<file path="src/hw/lsb_pkg.sv">
// Purpose: Shared constants for the serial break and header block.
// Assumes: All timing is counted in bit times of the 16x sampling grid.
// Notes:   Counts in ticks are derived from bit counts and OVERSAMPLE.
package lsb_pkg;
    // ========
    // Sampling grid
    localparam int OVERSAMPLE = 16;
    localparam int SAMPLE_W = 4;
    localparam int BAUD_DIV_W = 16;
    // ========
    // Character and break lengths, in bit times
    localparam int BRK_BITS_8 = 10;
    localparam int BRK_BITS_9 = 11;
    localparam int BRK_BITS_LIN = 13;
    localparam int IDLE_BITS = 10;
    localparam int GAP_BITS = 1;
    localparam int BIT_CNT_W = 4;
    // ========
    // Header supervision, in bit times and derived ticks
    localparam int BRK_DET_BITS = 11;
    localparam int HDR_TIMEOUT_BITS = 57;
    localparam int BRK_DET_TICKS = BRK_DET_BITS * OVERSAMPLE;
    localparam int HDR_TIMEOUT_TICKS = HDR_TIMEOUT_BITS * OVERSAMPLE;
    localparam int LOW_CNT_W = 8;
    localparam int HDR_CNT_W = 10;
    localparam int HDR_LEN_W = 8;
    // ========
    // Receive buffer and reset values
    localparam int DATA_W = 9;
    localparam int FIFO_DEPTH = 8;
    localparam logic [HDR_LEN_W-1:0] HDR_LEN_RESET = 8'h00;
    localparam logic MUTE_RESET = 1'b0;
endpackage

</file>
<file path="src/hw/lsb_fifo_if.sv">
// Purpose: Carrier between the receiver and its buffer.
// Assumes: Valid/ready handshake on both sides, one clock.
// Notes:   Read data on the drain side come from a register.
`timescale 1ns/1ps
interface lsb_fifo_if #(
    parameter int W = 9
);
    logic in_valid;
    logic in_ready;
    logic [W-1:0] in_data;
    logic out_valid;
    logic out_ready;
    logic [W-1:0] out_data;
    modport fill_src (output in_valid, output in_data, input in_ready);
    modport fill_dst (input in_valid, input in_data, output in_ready);
    modport drain_src (output out_valid, output out_data, input out_ready);
    modport drain_dst (input out_valid, input out_data, output out_ready);
endinterface

</file>
<file path="src/hw/lsb_fifo.sv">
// Purpose: Small synchronous receive buffer.
// Assumes: Single clock; push and pop in one cycle allowed.
// Notes:   Head word is held in a register, so out_data is flopped.
`timescale 1ns/1ps
module lsb_fifo #(
    parameter int W = 9,
    parameter int DEPTH = 8
) (
    input wire logic clock,
    input wire logic rst,
    lsb_fifo_if.fill_dst fill,
    lsb_fifo_if.drain_src drain
);
    localparam int AW = $clog2(DEPTH);
    initial begin
        if (DEPTH < 2 || (1 << AW) != DEPTH) begin
            $error("lsb_fifo: DEPTH must be a power of two, at least 2");
        end
    end

    logic [W-1:0] mem [DEPTH];
    logic [AW-1:0] wr_ptr_reg;
    logic [AW-1:0] rd_ptr_reg;
    logic [AW:0] count_reg;
    logic [W-1:0] out_data_reg;
    logic push;
    logic pop;

    // Honest full and empty from the fill count
    assign fill.in_ready = (count_reg != DEPTH[AW:0]);
    assign drain.out_valid = (count_reg != '0);
    assign drain.out_data = out_data_reg;
    assign push = fill.in_valid && fill.in_ready;
    assign pop = drain.out_valid && drain.out_ready;

    // Storage write
    always_ff @(posedge clock) begin
        if (push) begin
            mem[wr_ptr_reg] <= fill.in_data;
        end
    end

    // Pointers and count
    always_ff @(posedge clock or posedge rst) begin
        if (rst) begin
            wr_ptr_reg <= '0;
            rd_ptr_reg <= '0;
            count_reg <= '0;
        end else begin
            if (push) begin
                wr_ptr_reg <= wr_ptr_reg + 1'b1;
            end
            if (pop) begin
                rd_ptr_reg <= rd_ptr_reg + 1'b1;
            end
            if (push && !pop) begin
                count_reg <= count_reg + 1'b1;
            end else if (pop && !push) begin
                count_reg <= count_reg - 1'b1;
            end
        end
    end

    // Registered head word; bypass when the buffer is empty or drains to the new word
    always_ff @(posedge clock or posedge rst) begin
        if (rst) begin
            out_data_reg <= '0;
        end else if (push && (count_reg == '0 || (pop && count_reg == 1))) begin
            out_data_reg <= fill.in_data;
        end else if (pop) begin
            out_data_reg <= mem[rd_ptr_reg + 1'b1];
        end
    end
endmodule

</file>
<file path="src/hw/lsb_baud.sv">
// Purpose: Divider producing the 16x sampling enable.
// Assumes: Divisor is static while a frame is in flight.
// Notes:   A divisor of zero behaves as one, a tick every cycle.
`timescale 1ns/1ps
module lsb_baud #(
    parameter int W = 16
) (
    input wire logic clock,
    input wire logic rst,
    input wire logic [W-1:0] divisor,
    output logic tick
);
    initial begin
        if (W < 1) begin
            $error("lsb_baud: W must be at least 1");
        end
    end

    logic [W-1:0] cnt_reg;
    logic wrap;

    assign wrap = (divisor <= 1) || (cnt_reg >= divisor - 1'b1);
    assign tick = wrap;

    // Free-running count, restarted at each tick
    always_ff @(posedge clock or posedge rst) begin
        if (rst) begin
            cnt_reg <= '0;
        end else if (wrap) begin
            cnt_reg <= '0;
        end else begin
            cnt_reg <= cnt_reg + 1'b1;
        end
    end
endmodule

</file>
<file path="src/hw/lsb_top.sv">
// Purpose: Serial line with break sending and LIN slave header supervision.
// Assumes: Software strobes are one-cycle pulses on this clock; rxd is a raw pin.
// Notes:   Transmit side sends idle and break characters only, no data.
// Notes on behaviour
// (RQ1) A slave header past 57 bits sets the header error and keeps mute.
// (RQ2) The receiver samples sixteen times per bit.
// (RQ3) A header time-out never releases mute nor sets header-detected.
// (RQ4) After a header time-out the header length reads zero.
// (RQ5) A status read then a data read clears the header error.
// (RQ6) Software may read the mute bit and set it again.
// (RQ7) One send-break pulse sends one break of 10 bits, 11 with 9-bit words.
// (RQ8) Breaks repeat back to back while send-break is held.
// (RQ9) LIN master mode is LIN enabled with 8-bit words.
// (RQ10) A LIN master break lasts 13 bit times.
// (RQ11) Software queues an idle before a break with interrupts off.
// (RQ12) A queued idle adds 10 high bit times before the break.
// (RQ13) Unmuted received bytes set receive-full and the interrupt.
// (RQ14) A master keeps a header within 49 bits and the sync-to-id gap under 4.
// (RQ15) A valid slave header sets header-detected and releases mute.
// (RQ16) A break is low its full length, then high a bit before more.
`timescale 1ns/1ps
module lsb_top #(
    parameter int DATA_W = lsb_pkg::DATA_W,
    parameter int FIFO_DEPTH = lsb_pkg::FIFO_DEPTH
) (
    input wire logic clock,
    input wire logic rst,
    input wire logic rxd_pin,
    output logic txd_pin,
    input wire logic [lsb_pkg::BAUD_DIV_W-1:0] baud_rate_reg,
    input wire logic lin_enable,
    input wire logic lin_slave,
    input wire logic word9,
    input wire logic tx_enable_bit,
    input wire logic send_break_bit,
    input wire logic mute_set,
    input wire logic status_read,
    input wire logic data_read,
    output logic [DATA_W-1:0] serial_data_reg,
    output logic rx_data_full_flag,
    output logic header_error_flag,
    output logic header_detected_flag,
    output logic rx_wakeup_mute,
    output logic overrun_flag,
    output logic [lsb_pkg::HDR_LEN_W-1:0] header_length_reg,
    output logic serial_irq
);
    initial begin
        if (DATA_W < 9) begin
            $error("lsb_top: DATA_W must hold a 9-bit word");
        end
    end

    // ========
    // Types
    typedef enum logic [1:0] {RX_IDLE, RX_START, RX_DATA, RX_STOP} lsb_rx_state_t;
    typedef enum logic [1:0] {HDR_IDLE, HDR_SYNC, HDR_ID} lsb_hdr_state_t;
    typedef enum logic [1:0] {TX_IDLE, TX_PREAMBLE, TX_BREAK, TX_GAP} lsb_tx_state_t;

    // ========
    // Declarations
    logic tick;
    logic rxd_meta_reg;
    logic rxd_sync_reg;
    logic rxd_prev_reg;
    lsb_rx_state_t rx_state_reg;
    logic [lsb_pkg::SAMPLE_W-1:0] rx_sample_reg;
    logic [lsb_pkg::BIT_CNT_W-1:0] rx_bit_reg;
    logic [DATA_W-1:0] rx_shift_reg;
    logic byte_done;
    logic [DATA_W-1:0] byte_value;
    logic [lsb_pkg::LOW_CNT_W-1:0] low_cnt_reg;
    logic break_seen;
    lsb_hdr_state_t hdr_state_reg;
    logic [lsb_pkg::HDR_CNT_W-1:0] hdr_ticks_reg;
    logic hdr_timeout;
    logic hdr_done;
    logic read_armed_reg;
    logic clear_seq;
    logic push_byte;
    lsb_tx_state_t tx_state_reg;
    logic [lsb_pkg::SAMPLE_W-1:0] tx_sub_reg;
    logic [lsb_pkg::BIT_CNT_W-1:0] tx_bit_reg;
    logic bit_tick;
    logic [lsb_pkg::BIT_CNT_W-1:0] brk_len;
    logic lin_master;
    logic tx_en_prev_reg;
    logic sbk_prev_reg;
    logic idle_req_reg;
    logic brk_req_reg;

    lsb_fifo_if #(.W(DATA_W)) rx_buf ();

    // ========
    // Sampling enable and receive buffer
    lsb_baud #(.W(lsb_pkg::BAUD_DIV_W)) u_baud (
        .clock(clock),
        .rst(rst),
        .divisor(baud_rate_reg),
        .tick(tick)
    );

    lsb_fifo #(.W(DATA_W), .DEPTH(FIFO_DEPTH)) u_fifo (
        .clock(clock),
        .rst(rst),
        .fill(rx_buf.fill_dst),
        .drain(rx_buf.drain_src)
    );

    // ========
    // Pin synchroniser; only the second stage is looked at
    always_ff @(posedge clock or posedge rst) begin
        if (rst) begin
            rxd_meta_reg <= 1'b1;
            rxd_sync_reg <= 1'b1;
        end else begin
            rxd_meta_reg <= rxd_pin;
            rxd_sync_reg <= rxd_meta_reg;
        end
    end

    // ========
    // Receive framing on the 16x grid, centred mid-bit
    always_ff @(posedge clock or posedge rst) begin
        if (rst) begin
            rx_state_reg <= RX_IDLE;
            rx_sample_reg <= '0;
            rx_bit_reg <= '0;
            rx_shift_reg <= '0;
            rxd_prev_reg <= 1'b1;
        end else if (tick) begin // RQ2
            rxd_prev_reg <= rxd_sync_reg;
            rx_sample_reg <= rx_sample_reg + 1'b1;
            case (rx_state_reg)
                RX_IDLE: begin
                    // Edge only, so a long low line does not retrigger
                    rx_sample_reg <= '0;
                    if (rxd_prev_reg && !rxd_sync_reg) begin
                        rx_state_reg <= RX_START;
                    end
                end
                RX_START: begin
                    if (rx_sample_reg == 4'h7) begin
                        rx_sample_reg <= '0;
                        rx_bit_reg <= '0;
                        rx_state_reg <= rxd_sync_reg ? RX_IDLE : RX_DATA;
                    end
                end
                RX_DATA: begin
                    if (rx_sample_reg == 4'hf) begin
                        rx_shift_reg <= {rxd_sync_reg, rx_shift_reg[DATA_W-1:1]};
                        rx_bit_reg <= rx_bit_reg + 1'b1;
                        if (rx_bit_reg == (word9 ? 4'h8 : 4'h7)) begin
                            rx_state_reg <= RX_STOP;
                        end
                    end
                end
                RX_STOP: begin
                    if (rx_sample_reg == 4'hf) begin
                        rx_state_reg <= RX_IDLE;
                    end
                end
                default: begin
                    rx_state_reg <= RX_IDLE;
                end
            endcase
        end
    end

    // Good stop bit ends a character; 8-bit words are right-aligned
    assign byte_done = tick && (rx_state_reg == RX_STOP) && (rx_sample_reg == 4'hf)
        && rxd_sync_reg;
    assign byte_value = word9 ? rx_shift_reg : {1'b0, rx_shift_reg[DATA_W-1:1]};

    // ========
    // Break detection: eleven bit times of continuous low
    always_ff @(posedge clock or posedge rst) begin
        if (rst) begin
            low_cnt_reg <= '0;
        end else if (tick) begin
            if (rxd_sync_reg) begin
                low_cnt_reg <= '0;
            end else if (low_cnt_reg != lsb_pkg::BRK_DET_TICKS[lsb_pkg::LOW_CNT_W-1:0]) begin
                low_cnt_reg <= low_cnt_reg + 1'b1;
            end
        end
    end

    assign break_seen = tick && !rxd_sync_reg && lin_enable && lin_slave
        && (low_cnt_reg == lsb_pkg::BRK_DET_TICKS[lsb_pkg::LOW_CNT_W-1:0] - 1'b1);

    // ========
    // Slave header supervision; time counted from the break's start
    assign hdr_timeout = (hdr_state_reg != HDR_IDLE) && tick
        && (hdr_ticks_reg >= lsb_pkg::HDR_TIMEOUT_TICKS[lsb_pkg::HDR_CNT_W-1:0]); // RQ1
    assign hdr_done = (hdr_state_reg == HDR_ID) && byte_done && !hdr_timeout;

    always_ff @(posedge clock or posedge rst) begin
        if (rst) begin
            hdr_state_reg <= HDR_IDLE;
            hdr_ticks_reg <= '0;
        end else if (break_seen) begin
            hdr_state_reg <= HDR_SYNC;
            hdr_ticks_reg <= lsb_pkg::BRK_DET_TICKS[lsb_pkg::HDR_CNT_W-1:0];
        end else begin
            if (tick && hdr_state_reg != HDR_IDLE) begin
                hdr_ticks_reg <= hdr_ticks_reg + 1'b1;
            end
            case (hdr_state_reg)
                HDR_IDLE: begin
                    hdr_ticks_reg <= '0;
                end
                HDR_SYNC: begin
                    if (hdr_timeout) begin
                        hdr_state_reg <= HDR_IDLE;
                    end else if (byte_done) begin
                        hdr_state_reg <= HDR_ID;
                    end
                end
                HDR_ID: begin
                    if (hdr_timeout || hdr_done) begin
                        hdr_state_reg <= HDR_IDLE;
                    end
                end
                default: begin
                    hdr_state_reg <= HDR_IDLE;
                end
            endcase
        end
    end

    // Header length in whole bit times, zero marks a time-out
    always_ff @(posedge clock or posedge rst) begin
        if (rst) begin
            header_length_reg <= lsb_pkg::HDR_LEN_RESET;
        end else if (hdr_timeout) begin
            header_length_reg <= lsb_pkg::HDR_LEN_RESET; // RQ4
        end else if (hdr_done) begin
            header_length_reg <= {2'b00, hdr_ticks_reg[lsb_pkg::HDR_CNT_W-1:lsb_pkg::SAMPLE_W]};
        end
    end

    // ========
    // Mute: only a good header releases it, a time-out never does
    always_ff @(posedge clock or posedge rst) begin
        if (rst) begin
            rx_wakeup_mute <= lsb_pkg::MUTE_RESET;
        end else if (hdr_done) begin
            rx_wakeup_mute <= 1'b0; // RQ15
        end else if (mute_set) begin
            rx_wakeup_mute <= 1'b1; // RQ6
        end
    end

    // ========
    // Software clear: status read arms, the next data read clears
    assign clear_seq = data_read && read_armed_reg; // RQ5

    always_ff @(posedge clock or posedge rst) begin
        if (rst) begin
            read_armed_reg <= 1'b0;
        end else if (status_read) begin
            read_armed_reg <= 1'b1;
        end else if (data_read) begin
            read_armed_reg <= 1'b0;
        end
    end

    // Header flags; a new event wins over a clear in the same cycle
    always_ff @(posedge clock or posedge rst) begin
        if (rst) begin
            header_error_flag <= 1'b0;
            header_detected_flag <= 1'b0;
        end else begin
            if (hdr_timeout) begin
                header_error_flag <= 1'b1; // RQ1
            end else if (clear_seq) begin
                header_error_flag <= 1'b0; // RQ5
            end
            if (hdr_done) begin
                header_detected_flag <= 1'b1; // RQ15
            end else if (clear_seq) begin
                header_detected_flag <= 1'b0; // RQ3
            end
        end
    end

    // ========
    // Data path: header bytes and muted bytes never reach the buffer
    assign push_byte = byte_done && !rx_wakeup_mute && (hdr_state_reg == HDR_IDLE); // RQ13
    assign rx_buf.in_valid = push_byte;
    assign rx_buf.in_data = byte_value;
    assign rx_buf.out_ready = data_read;
    assign serial_data_reg = rx_buf.out_data;

    // Receive-full follows each byte; a full buffer drops it and flags overrun
    always_ff @(posedge clock or posedge rst) begin
        if (rst) begin
            rx_data_full_flag <= 1'b0;
            overrun_flag <= 1'b0;
        end else begin
            if (push_byte && rx_buf.in_ready) begin
                rx_data_full_flag <= 1'b1; // RQ13
            end else if (clear_seq) begin
                rx_data_full_flag <= 1'b0;
            end
            if (push_byte && !rx_buf.in_ready) begin
                overrun_flag <= 1'b1;
            end else if (clear_seq) begin
                overrun_flag <= 1'b0;
            end
        end
    end

    // Serial interrupt request, level while any event flag but overrun stands
    assign serial_irq = header_error_flag | header_detected_flag | rx_data_full_flag; // RQ13

    // ========
    // Transmit bit clock: sixteen sampling ticks per bit
    assign bit_tick = tick && (tx_sub_reg == 4'hf);

    always_ff @(posedge clock or posedge rst) begin
        if (rst) begin
            tx_sub_reg <= '0;
        end else if (tick) begin
            tx_sub_reg <= tx_sub_reg + 1'b1;
        end
    end

    // Break length per mode
    assign lin_master = lin_enable && !word9; // RQ9
    assign brk_len = lin_master ? 4'(lsb_pkg::BRK_BITS_LIN) // RQ10
        : (word9 ? 4'(lsb_pkg::BRK_BITS_9) : 4'(lsb_pkg::BRK_BITS_8)); // RQ7

    // Requests: an enable rise queues an idle, a send-break rise queues one break
    always_ff @(posedge clock or posedge rst) begin
        if (rst) begin
            tx_en_prev_reg <= 1'b0;
            sbk_prev_reg <= 1'b0;
            idle_req_reg <= 1'b0;
            brk_req_reg <= 1'b0;
        end else begin
            tx_en_prev_reg <= tx_enable_bit;
            sbk_prev_reg <= send_break_bit;
            if (tx_enable_bit && !tx_en_prev_reg) begin
                idle_req_reg <= 1'b1; // RQ12
            end else if (tx_state_reg == TX_PREAMBLE || !tx_enable_bit) begin
                idle_req_reg <= 1'b0;
            end
            // Held so a short pulse still yields its one break
            if (send_break_bit && !sbk_prev_reg) begin
                brk_req_reg <= 1'b1; // RQ7
            end else if (tx_state_reg == TX_BREAK || !tx_enable_bit) begin
                brk_req_reg <= 1'b0;
            end
        end
    end

    // Transmit sequencer: idle first, then break, then the high gap
    always_ff @(posedge clock or posedge rst) begin
        if (rst) begin
            tx_state_reg <= TX_IDLE;
            tx_bit_reg <= '0;
        end else if (!tx_enable_bit) begin
            tx_state_reg <= TX_IDLE;
            tx_bit_reg <= '0;
        end else if (bit_tick) begin
            tx_bit_reg <= tx_bit_reg + 1'b1;
            case (tx_state_reg)
                TX_IDLE: begin
                    tx_bit_reg <= '0;
                    if (idle_req_reg) begin
                        tx_state_reg <= TX_PREAMBLE;
                    end else if (brk_req_reg || send_break_bit) begin
                        tx_state_reg <= TX_BREAK; // RQ8
                    end
                end
                TX_PREAMBLE: begin
                    // Straight into a pending break, so the idle adds exactly its length
                    if (tx_bit_reg == 4'(lsb_pkg::IDLE_BITS - 1)) begin
                        tx_bit_reg <= '0;
                        tx_state_reg <= (brk_req_reg || send_break_bit) ? TX_BREAK : TX_IDLE; // RQ12
                    end
                end
                TX_BREAK: begin
                    if (tx_bit_reg == brk_len - 1'b1) begin
                        tx_bit_reg <= '0;
                        tx_state_reg <= TX_GAP; // RQ16
                    end
                end
                TX_GAP: begin
                    if (tx_bit_reg == 4'(lsb_pkg::GAP_BITS - 1)) begin
                        tx_bit_reg <= '0;
                        tx_state_reg <= (brk_req_reg || send_break_bit) ? TX_BREAK : TX_IDLE; // RQ8
                    end
                end
                default: begin
                    tx_state_reg <= TX_IDLE;
                end
            endcase
        end
    end

    // Line is low only inside a break; registered to keep glitches off the pin
    always_ff @(posedge clock or posedge rst) begin
        if (rst) begin
            txd_pin <= 1'b1;
        end else begin
            txd_pin <= (tx_state_reg != TX_BREAK); // RQ16
        end
    end
endmodule

</file>
<file path="config.mk">
export PLATFORM = sky130hd
export DESIGN_NAME = lsb_top
export DESIGN_NICKNAME = d
export VERILOG_FILES = /design/src/hw/lsb_pkg.sv /design/src/hw/lsb_fifo_if.sv /design/src/hw/lsb_fifo.sv /design/src/hw/lsb_baud.sv /design/src/hw/lsb_top.sv
export SDC_FILE = /design/constraint.sdc
export NUM_CORES = 1
export LEC_CHECK = 0
export BUFFER_PORTS_ARGS = -buffer_cell sky130_fd_sc_hd__buf_4
export CAP_MARGIN = 25
export CORE_UTILIZATION = 30
export CTS_CLUSTER_DIAMETER = 80
export DETAILED_ROUTE_END_ITERATION = 8
export MAX_ROUTING_LAYER = met4
export PLACE_DENSITY = 0.52
export REMOVE_ABC_BUFFERS = 1
export SLEW_MARGIN = 30
export SYNTH_ARGS = -nofsm -noshare
export SYNTH_HDL_FRONTEND = slang
export SYNTH_SLANG_ARGS = --single-unit
export TNS_END_PERCENT = 100
</file>
<file path="constraint.sdc">
create_clock -name clock -period 5.9 [get_ports clock]
set_clock_uncertainty 0.2 [all_clocks]
set_input_delay 0.295 -clock clock [delete_from_list [all_inputs] [get_ports clock]]
set_output_delay 0.295 -clock clock [all_outputs]
set_load 0.01 [all_outputs]
</file>
## Word-level counts from Yosys, hierarchy flattened

Memory sizes are Yosys's and may differ from the RTL's.
Cells that the tools add are included.
W data, S select, Z words.

- Flip-flop bits (word level): 106
- Input bits: 27
- Logic and storage cells: 213
- Latch bits: 0
- Memories kept: 1
- RAM bits: 72
- Memory bits (read-only): 0
- Output and inout port bits: 24

Memories:

| name | depth | bits a word | read ports | clocked after memory_dff | write ports | RTL line | RTL |
|---|---|---|---|---|---|---|---|
| u_fifo.mem | 8 | 9 | 1 | 0 | 1 | lsb_fifo.sv:21 | `logic [W-1:0] mem [DEPTH];` |

- Shift-type cells: 0
- Reduce and logical (&&, ||, !) cells: 69
- Bitwise gates (word level): 2
- Div/mod/pow operators: 0
- Muxes and demuxes: 63
- Multipliers: 0
- $add $sub $neg: 13
- $lt $le $gt $ge: 3
- Equality and inequality tests: 32

Operators by type and width:

| kind | count |
|---|---|
| $mux W4 | 11 |
| $mux W2 | 18 |
| $mux W8 | 4 |
| $mux W10 | 3 |
| $reduce_bool A2 Y1 | 14 |
| $mux W9 | 3 |
| $logic_and A1 B1 Y1 | 26 |
| $add A4 B1 Y4 const B | 5 |
| $add A16 B1 Y16 const B | 1 |
| $ge A16 B16 Y1 | 1 |
| $le A16 B1 Y1 const B | 1 |
| $mux W1 | 16 |
| $mux W16 | 1 |
| $pmux W2 S4 | 2 |
| $pmux W4 S2 | 2 |
| $pmux W4 S4 | 1 |
| $sub A16 B1 Y16 const B | 1 |
| $ne A2 B2 Y1 const B | 7 |
| $eq A4 B4 Y1 const B | 3 |
| $ne A4 B4 Y1 const B | 3 |
| $add A10 B1 Y10 const B | 1 |
| $eq A2 B2 Y1 const B | 5 |
| $ge A10 B10 Y1 const B | 1 |
| $logic_not A1 Y1 | 10 |
| other kinds (25) | 42 |

## Depth between registers and ports, before layout

- Depth in word-level cells: 13
- Depth in mapped cells: 16
- Depth with buffers taken out: 16

## By module

A second synthesis with hierarchy kept.

- Cell total of the unflattened synthesis: 703
- Area, all modules: 8603.3 µm²

Modules (own cells, without submodules):

| module | cells each | seq. area each (µm²) | area an instance (µm²) | instances |
|---|---|---|---|---|
| lsb_fifo | 208 | 2637.5 | 3754.9 | 1 |
| lsb_top | 339 | 1731.7 | 3458.3 | 1 |
| lsb_baud | 156 | 400.4 | 1390.1 | 1 |

## Worst setup path before layout

OpenSTA, ideal clock, no wires.

- Path type: input to register
- From: input port baud_rate_reg[3] (netlist bit)
- To: memory u_fifo.mem[0][0], enable pin
- Data required time: 5301 ps
- Setup slack: 1908 ps
- Path buffers: 0
- Data arrival time: 3393 ps
- Setup time: 399 ps
- Stages: 12
- Cell sequence: nor3_1 > and3_1 > nand2_1 > nor4_1 > xnor2_1 > ha_1 > nand2_1 > nor3_1 > o311ai_1 > nand4_1 > nand3_1 > nor4_1

- Word-level cells in the longest chain between the ends: 11
- Elaborated cells on any way between the ends: 12
- Classes of those cells: 1 x add/sub; 2 x order compare; 2 x mux; 7 x reduce/logical

Ends and longest elaborated chain:

| element | RTL line | RTL |
|---|---|---|
| from (decl) | lsb_top.sv:30 | `input wire logic [lsb_pkg::BAUD_DIV_W-1:0] baud_rate_reg,` |
| $sub A16 B1 Y16 | lsb_baud.sv:22 | `assign wrap = (divisor <= 1) \|\| (cnt_reg >= divisor - 1'b1);` |
| $ge A16 B16 Y1 | lsb_baud.sv:22 |  |
| $logic_or A1 B1 Y1 (*) | lsb_baud.sv:22 |  |
| $logic_and A1 B1 Y1 (*) (2 in series) | lsb_top.sv:171 | `assign byte_done = tick && (rx_state_reg == RX_STOP) && (rx_sample_reg == 4'hf)` |
| $logic_and A1 B1 Y1 (*) | lsb_top.sv:172 | `&& rxd_sync_reg;` |
| $logic_and A1 B1 Y1 (*) (2 in series) | lsb_top.sv:290 | `assign push_byte = byte_done && !rx_wakeup_mute && (hdr_state_reg == HDR_IDLE);` |
| $logic_and A1 B1 Y1 (*) | lsb_fifo.sv:33 | `assign push = fill.in_valid && fill.in_ready;` |
| $mux W1 (*) | lsb_fifo.sv:38 | `if (push) begin` |
| $mux W1 (implied by the code) (*) | lsb_fifo.sv:39 | `mem[wr_ptr_reg] <= fill.in_data;` |
| to (decl) | lsb_fifo.sv:21 |  |

Mark *: on every way between the ends. The rest lies on a longest branch, timed or not.

## Final worst setup path

- From: input port baud_rate_reg[3] (netlist bit)
- To: register u_fifo.count_reg[3]

- Word-level cells in the longest chain between the ends: 12
- Elaborated cells on any way between the ends: 15
- Classes of those cells: 1 x add/sub; 2 x order compare; 1 x mux; 11 x reduce/logical

Ends and longest elaborated chain:

| element | RTL line | RTL |
|---|---|---|
| $sub A16 B1 Y16 | lsb_baud.sv:22 |  |
| $ge A16 B16 Y1 | lsb_baud.sv:22 |  |
| $logic_or A1 B1 Y1 (*) | lsb_baud.sv:22 |  |
| $logic_and A1 B1 Y1 (*) (2 in series) | lsb_top.sv:171 |  |
| $logic_and A1 B1 Y1 (*) | lsb_top.sv:172 |  |
| $logic_and A1 B1 Y1 (*) (2 in series) | lsb_top.sv:290 |  |
| $logic_and A1 B1 Y1 (*) | lsb_fifo.sv:33 |  |
| net u_fifo.push | lsb_fifo.sv:26 | `logic push;` |
| $logic_not A1 Y1 | lsb_fifo.sv:58 | `end else if (pop && !push) begin` |
| $logic_and A1 B1 Y1 | lsb_fifo.sv:58 |  |
| $reduce_bool A2 Y1 (no source line) | n/a |  |
| to (signal assigned) | lsb_fifo.sv:57 | `count_reg <= count_reg + 1'b1;` |
| to (signal assigned) | lsb_fifo.sv:59 | `count_reg <= count_reg - 1'b1;` |
| to (decl) | lsb_fifo.sv:24 | `logic [AW:0] count_reg;` |

Mark *: on every way through the listed nets, which the timed path passes. The rest lies on a longest branch.
A chain may end at the register's enable or synchronous reset.

==> flow_summary.toml <==
[synthesis]
synth_area_um2 = 8550
synth_area_leader_cell = "dfrtp_1"
syn-mean-instance-area_um2 = 12.1
synth_top_cell_area_share = 0.293
yosys_most_used_dff = "dfrtp_1"
netlist_instances = 709
synth-seq-cells = 176
synth_top_cells_by_area = "dfrtp_1 (29%), edfxtp_1 (25%), ha_1 (5.1%)"
synth_warnings = 0
seq_area_frac_synth = 0.558
synth_cell_types = 62
synth-edff-count = 72
async_flop_share = 0.591

[grt]
top_usage_layer = "met2"
grt_usage = 0.132
use_met1 = 0.170
antenna_found_initial = 0
globalRouteMet2Util = 0.209
grt_pass1_wl_um = 28800
grt_max_degree = 62
grt-ovfl-total = 0
met3_usage = 0.0252
grt_pass1_vias = 5452

[floorplanning]
die_w_um = 171
core-area_um2 = 27900
fp.dieArea_um2 = 29200
die_h_um = 171
rows = 61
ios = 51
start_util = 0.306

[final_layout]
area_delta_synth_final_pct = 17.0
multi_input_comb_area_um2 = 3600
drive_above_1_share = 0.195
layout.area.seq_um2 = 4770
largest_reg_flops = 72
antenna_cells = 0
fillers = 2773
nNetsFinal = 829

[timing]
slew_headroom = 0.393
period_share = 0.679
hold_violations = 0
worst_pin_slew_ns = 0.906
hold_ws_ns = 0.0462
rsz0062_at_grt = "false"
timing.final.crit_period_ns = 4.01
fin_tns_setup_ns = 0
slew_violations = 0
fmax_mhz = 250
setup_viol_count_final = 0

[worst_setup_path]
cp-start-kind = "primary input"
worst_setup_path_end_kind = "flip-flop"
path_cells = "buf_4 > nor3_1 > and3_1 > nand2_1 > nor4_1 > xnor2_1 > ha_1 > nand2_1 > nor3_1 > a221oi_1 > nand4_1 > nand3_1 > inv_1 > ha_1 > or4_1 > a21oi_1 > xor2_1"
crit_fanout = 8
max_stage_delay_ns = 0.40
cp_slowest_cell = "nor3_1"
criticalPathCategory = "in -> reg"
crit_arrival_ns = 4.17
cp.required_ns = 6.06

[drt]
first_pass_iters = 4
first_iter_violations = 367
routedWlPerCell_um = 14.9
drcViolationCount = 0
vias = 5533
postRouteAntennaNets = 0
drt_wl_total_um = 17300
vias_per_cell = 4.78

[run]
max-cap-violations = 0

[clocking]
cts.clk_slew.worst_paths_ns = 0.07
htreeDepth = 4
cts-root-buf = "clkbuf_16"
cts_tree = "done"
post_cts_resized = 0
numCtsBuffers = 17
worstSkewPairLatency_ns = 0.43
clk_path_buf_depth = 2
numClockSinks = 176

[place]
hpwl_um = 11500
gp_congestion = 0.735
io_buffers = 48

[pwr]
irDropWorstVdd_mv = 0.193
leakage_nw = 4.05
power.density_nw_per_um2 = 293

[status]
outcome = "complete, no violations"

[hold_path]
hp-class = "in -> reg"
## synthesized netlist by cell type (3+ instances only)
| cell | count |
|---|---|
| nand2_1 | 65 |
| or3_1 | 3 |
| nand2b_1 | 5 |
| a21oi_1 | 18 |
| nor3b_1 | 3 |
| o21ai_0 | 43 |
| nand3_1 | 28 |
| mux2_4 | 9 |
| o2111ai_1 | 3 |
| mux4_2 | 18 |
| nor4_1 | 7 |
| inv_1 | 25 |
| o31ai_1 | 3 |
| nand4_1 | 14 |
| mux2i_1 | 12 |
| o311ai_0 | 3 |
| o211a_1 | 3 |
| o211ai_1 | 5 |
| a31oi_1 | 5 |
| ha_1 | 35 |
| nor2b_1 | 6 |
| xnor2_1 | 22 |
| edfxtp_1 | 72 |
| dfrtp_1 | 100 |
| dfstp_2 | 4 |
| a21o_1 | 3 |
| clkbuf_1 | 18 |
| nor3_1 | 22 |
| and3_1 | 9 |
| or4_1 | 5 |
| xor2_1 | 18 |
| and2_1 | 4 |
| nor2_1 | 50 |
| a22o_1 | 7 |
| mux2_2 | 20 |
| buf_1 | 3 |
| nand3b_1 | 3 |
## worst max-delay path: cells and delay by family
kind | cells | cell delay [ns]
buffers and inverters | 2 | 0.21
AO/OA/AOI/OAI | 2 | 0.51
XOR/XNOR | 2 | 0.32
AND/OR/NAND/NOR | 9 | 2.33
adder cells (fa/ha/maj) | 2 | 0.50
## through the flow
stage	setup WS [ns]	cells	util	power (W)	cell area, um^2
6_report	1.89	1158	0.358	0.00294	10000
5_1_grt	1.47	1158	0.358	0.00309	10000
4_1_cts	1.87	1158	0.358	0.00298	10000
3_5_place_dp	1.39	1119	0.335	0.00188	9360
3_3_place_gp	1.48	1119	0.335	0.00187	9350
2_1_floorplan	1.05	684	-	0.00175	8430
## timing repair
action                                 CTS  global route
hold buffers                             7             0
buffers inserted                         0             0
endpoints found under the hold margin   52             0
## per-layer routing
layer	routed length, um	part of all wire
met1	8430	0.49
met2	8330	0.48
met3	347	0.020
met4	182	0.011
met5	0	0
## layout by cell type (no fill, tap or decap), drive strengths merged, types with 12 or more instances in the layout
cell	count
a21oi	18
buf	57
clkbuf	17
dfrtp	100
edfxtp	72
ha	35
inv	35
mux2	29
mux2i	12
mux4	18
nand2	65
nand3	28
nand4	14
nor2	50
nor3	22
o21ai	44
xnor2	22
xor2	18
## final cells by class
class                           instances  area share
Clock buffer                           17      0.0425
Clock inverter                         15      0.0140
Inverter                               25     0.00963
Multi-Input combinational cell        483       0.360
Sequential cell                       176       0.477
Tap cell                              378      0.0473
Timing Repair Buffer                   64      0.0498
## power by group
group	leakage (nW)	switching (W)	total [W]	internal (W)
clock network	0.275	0.000523	0.00108	0.000560
registers	2.03	0.000113	0.00148	0.00137
logic	1.75	0.000200	0.000371	0.000171
## cell families (layout without fill, tap and decap cells)
family	count (synthesis)	count (layout)	share of synthesized area
buffers and inverters	51	121	0.0252
xor gates and xnor gates	40	40	0.0410
AOI/OAI and AO/OA	111	111	0.0835
muxes	59	59	0.104
adders and majority gates	35	35	0.0512
other	1	2	0.000438
DFF	176	176	0.558
and+or+nand+nor	236	236	0.137
## worst paths after layout
check	depth (start not counted)	slack, ns	start	to
max in group asynchronous	4	4.01	rst	u_fifo.rd_ptr_reg[2]
worst max register to register	11	2.49	u_baud.cnt_reg[1]	u_fifo.count_reg[3]
worst min register to register	0	0.16	rxd_meta_reg	rxd_sync_reg
min in group asynchronous	3	0.28	rst	idle_req_reg
worst max-delay path	17	1.89	baud_rate_reg[3]	u_fifo.count_reg[3]
worst min-delay path	4	0.05	data_read	rx_data_full_flag
Power figures use the tool's default switching activity.
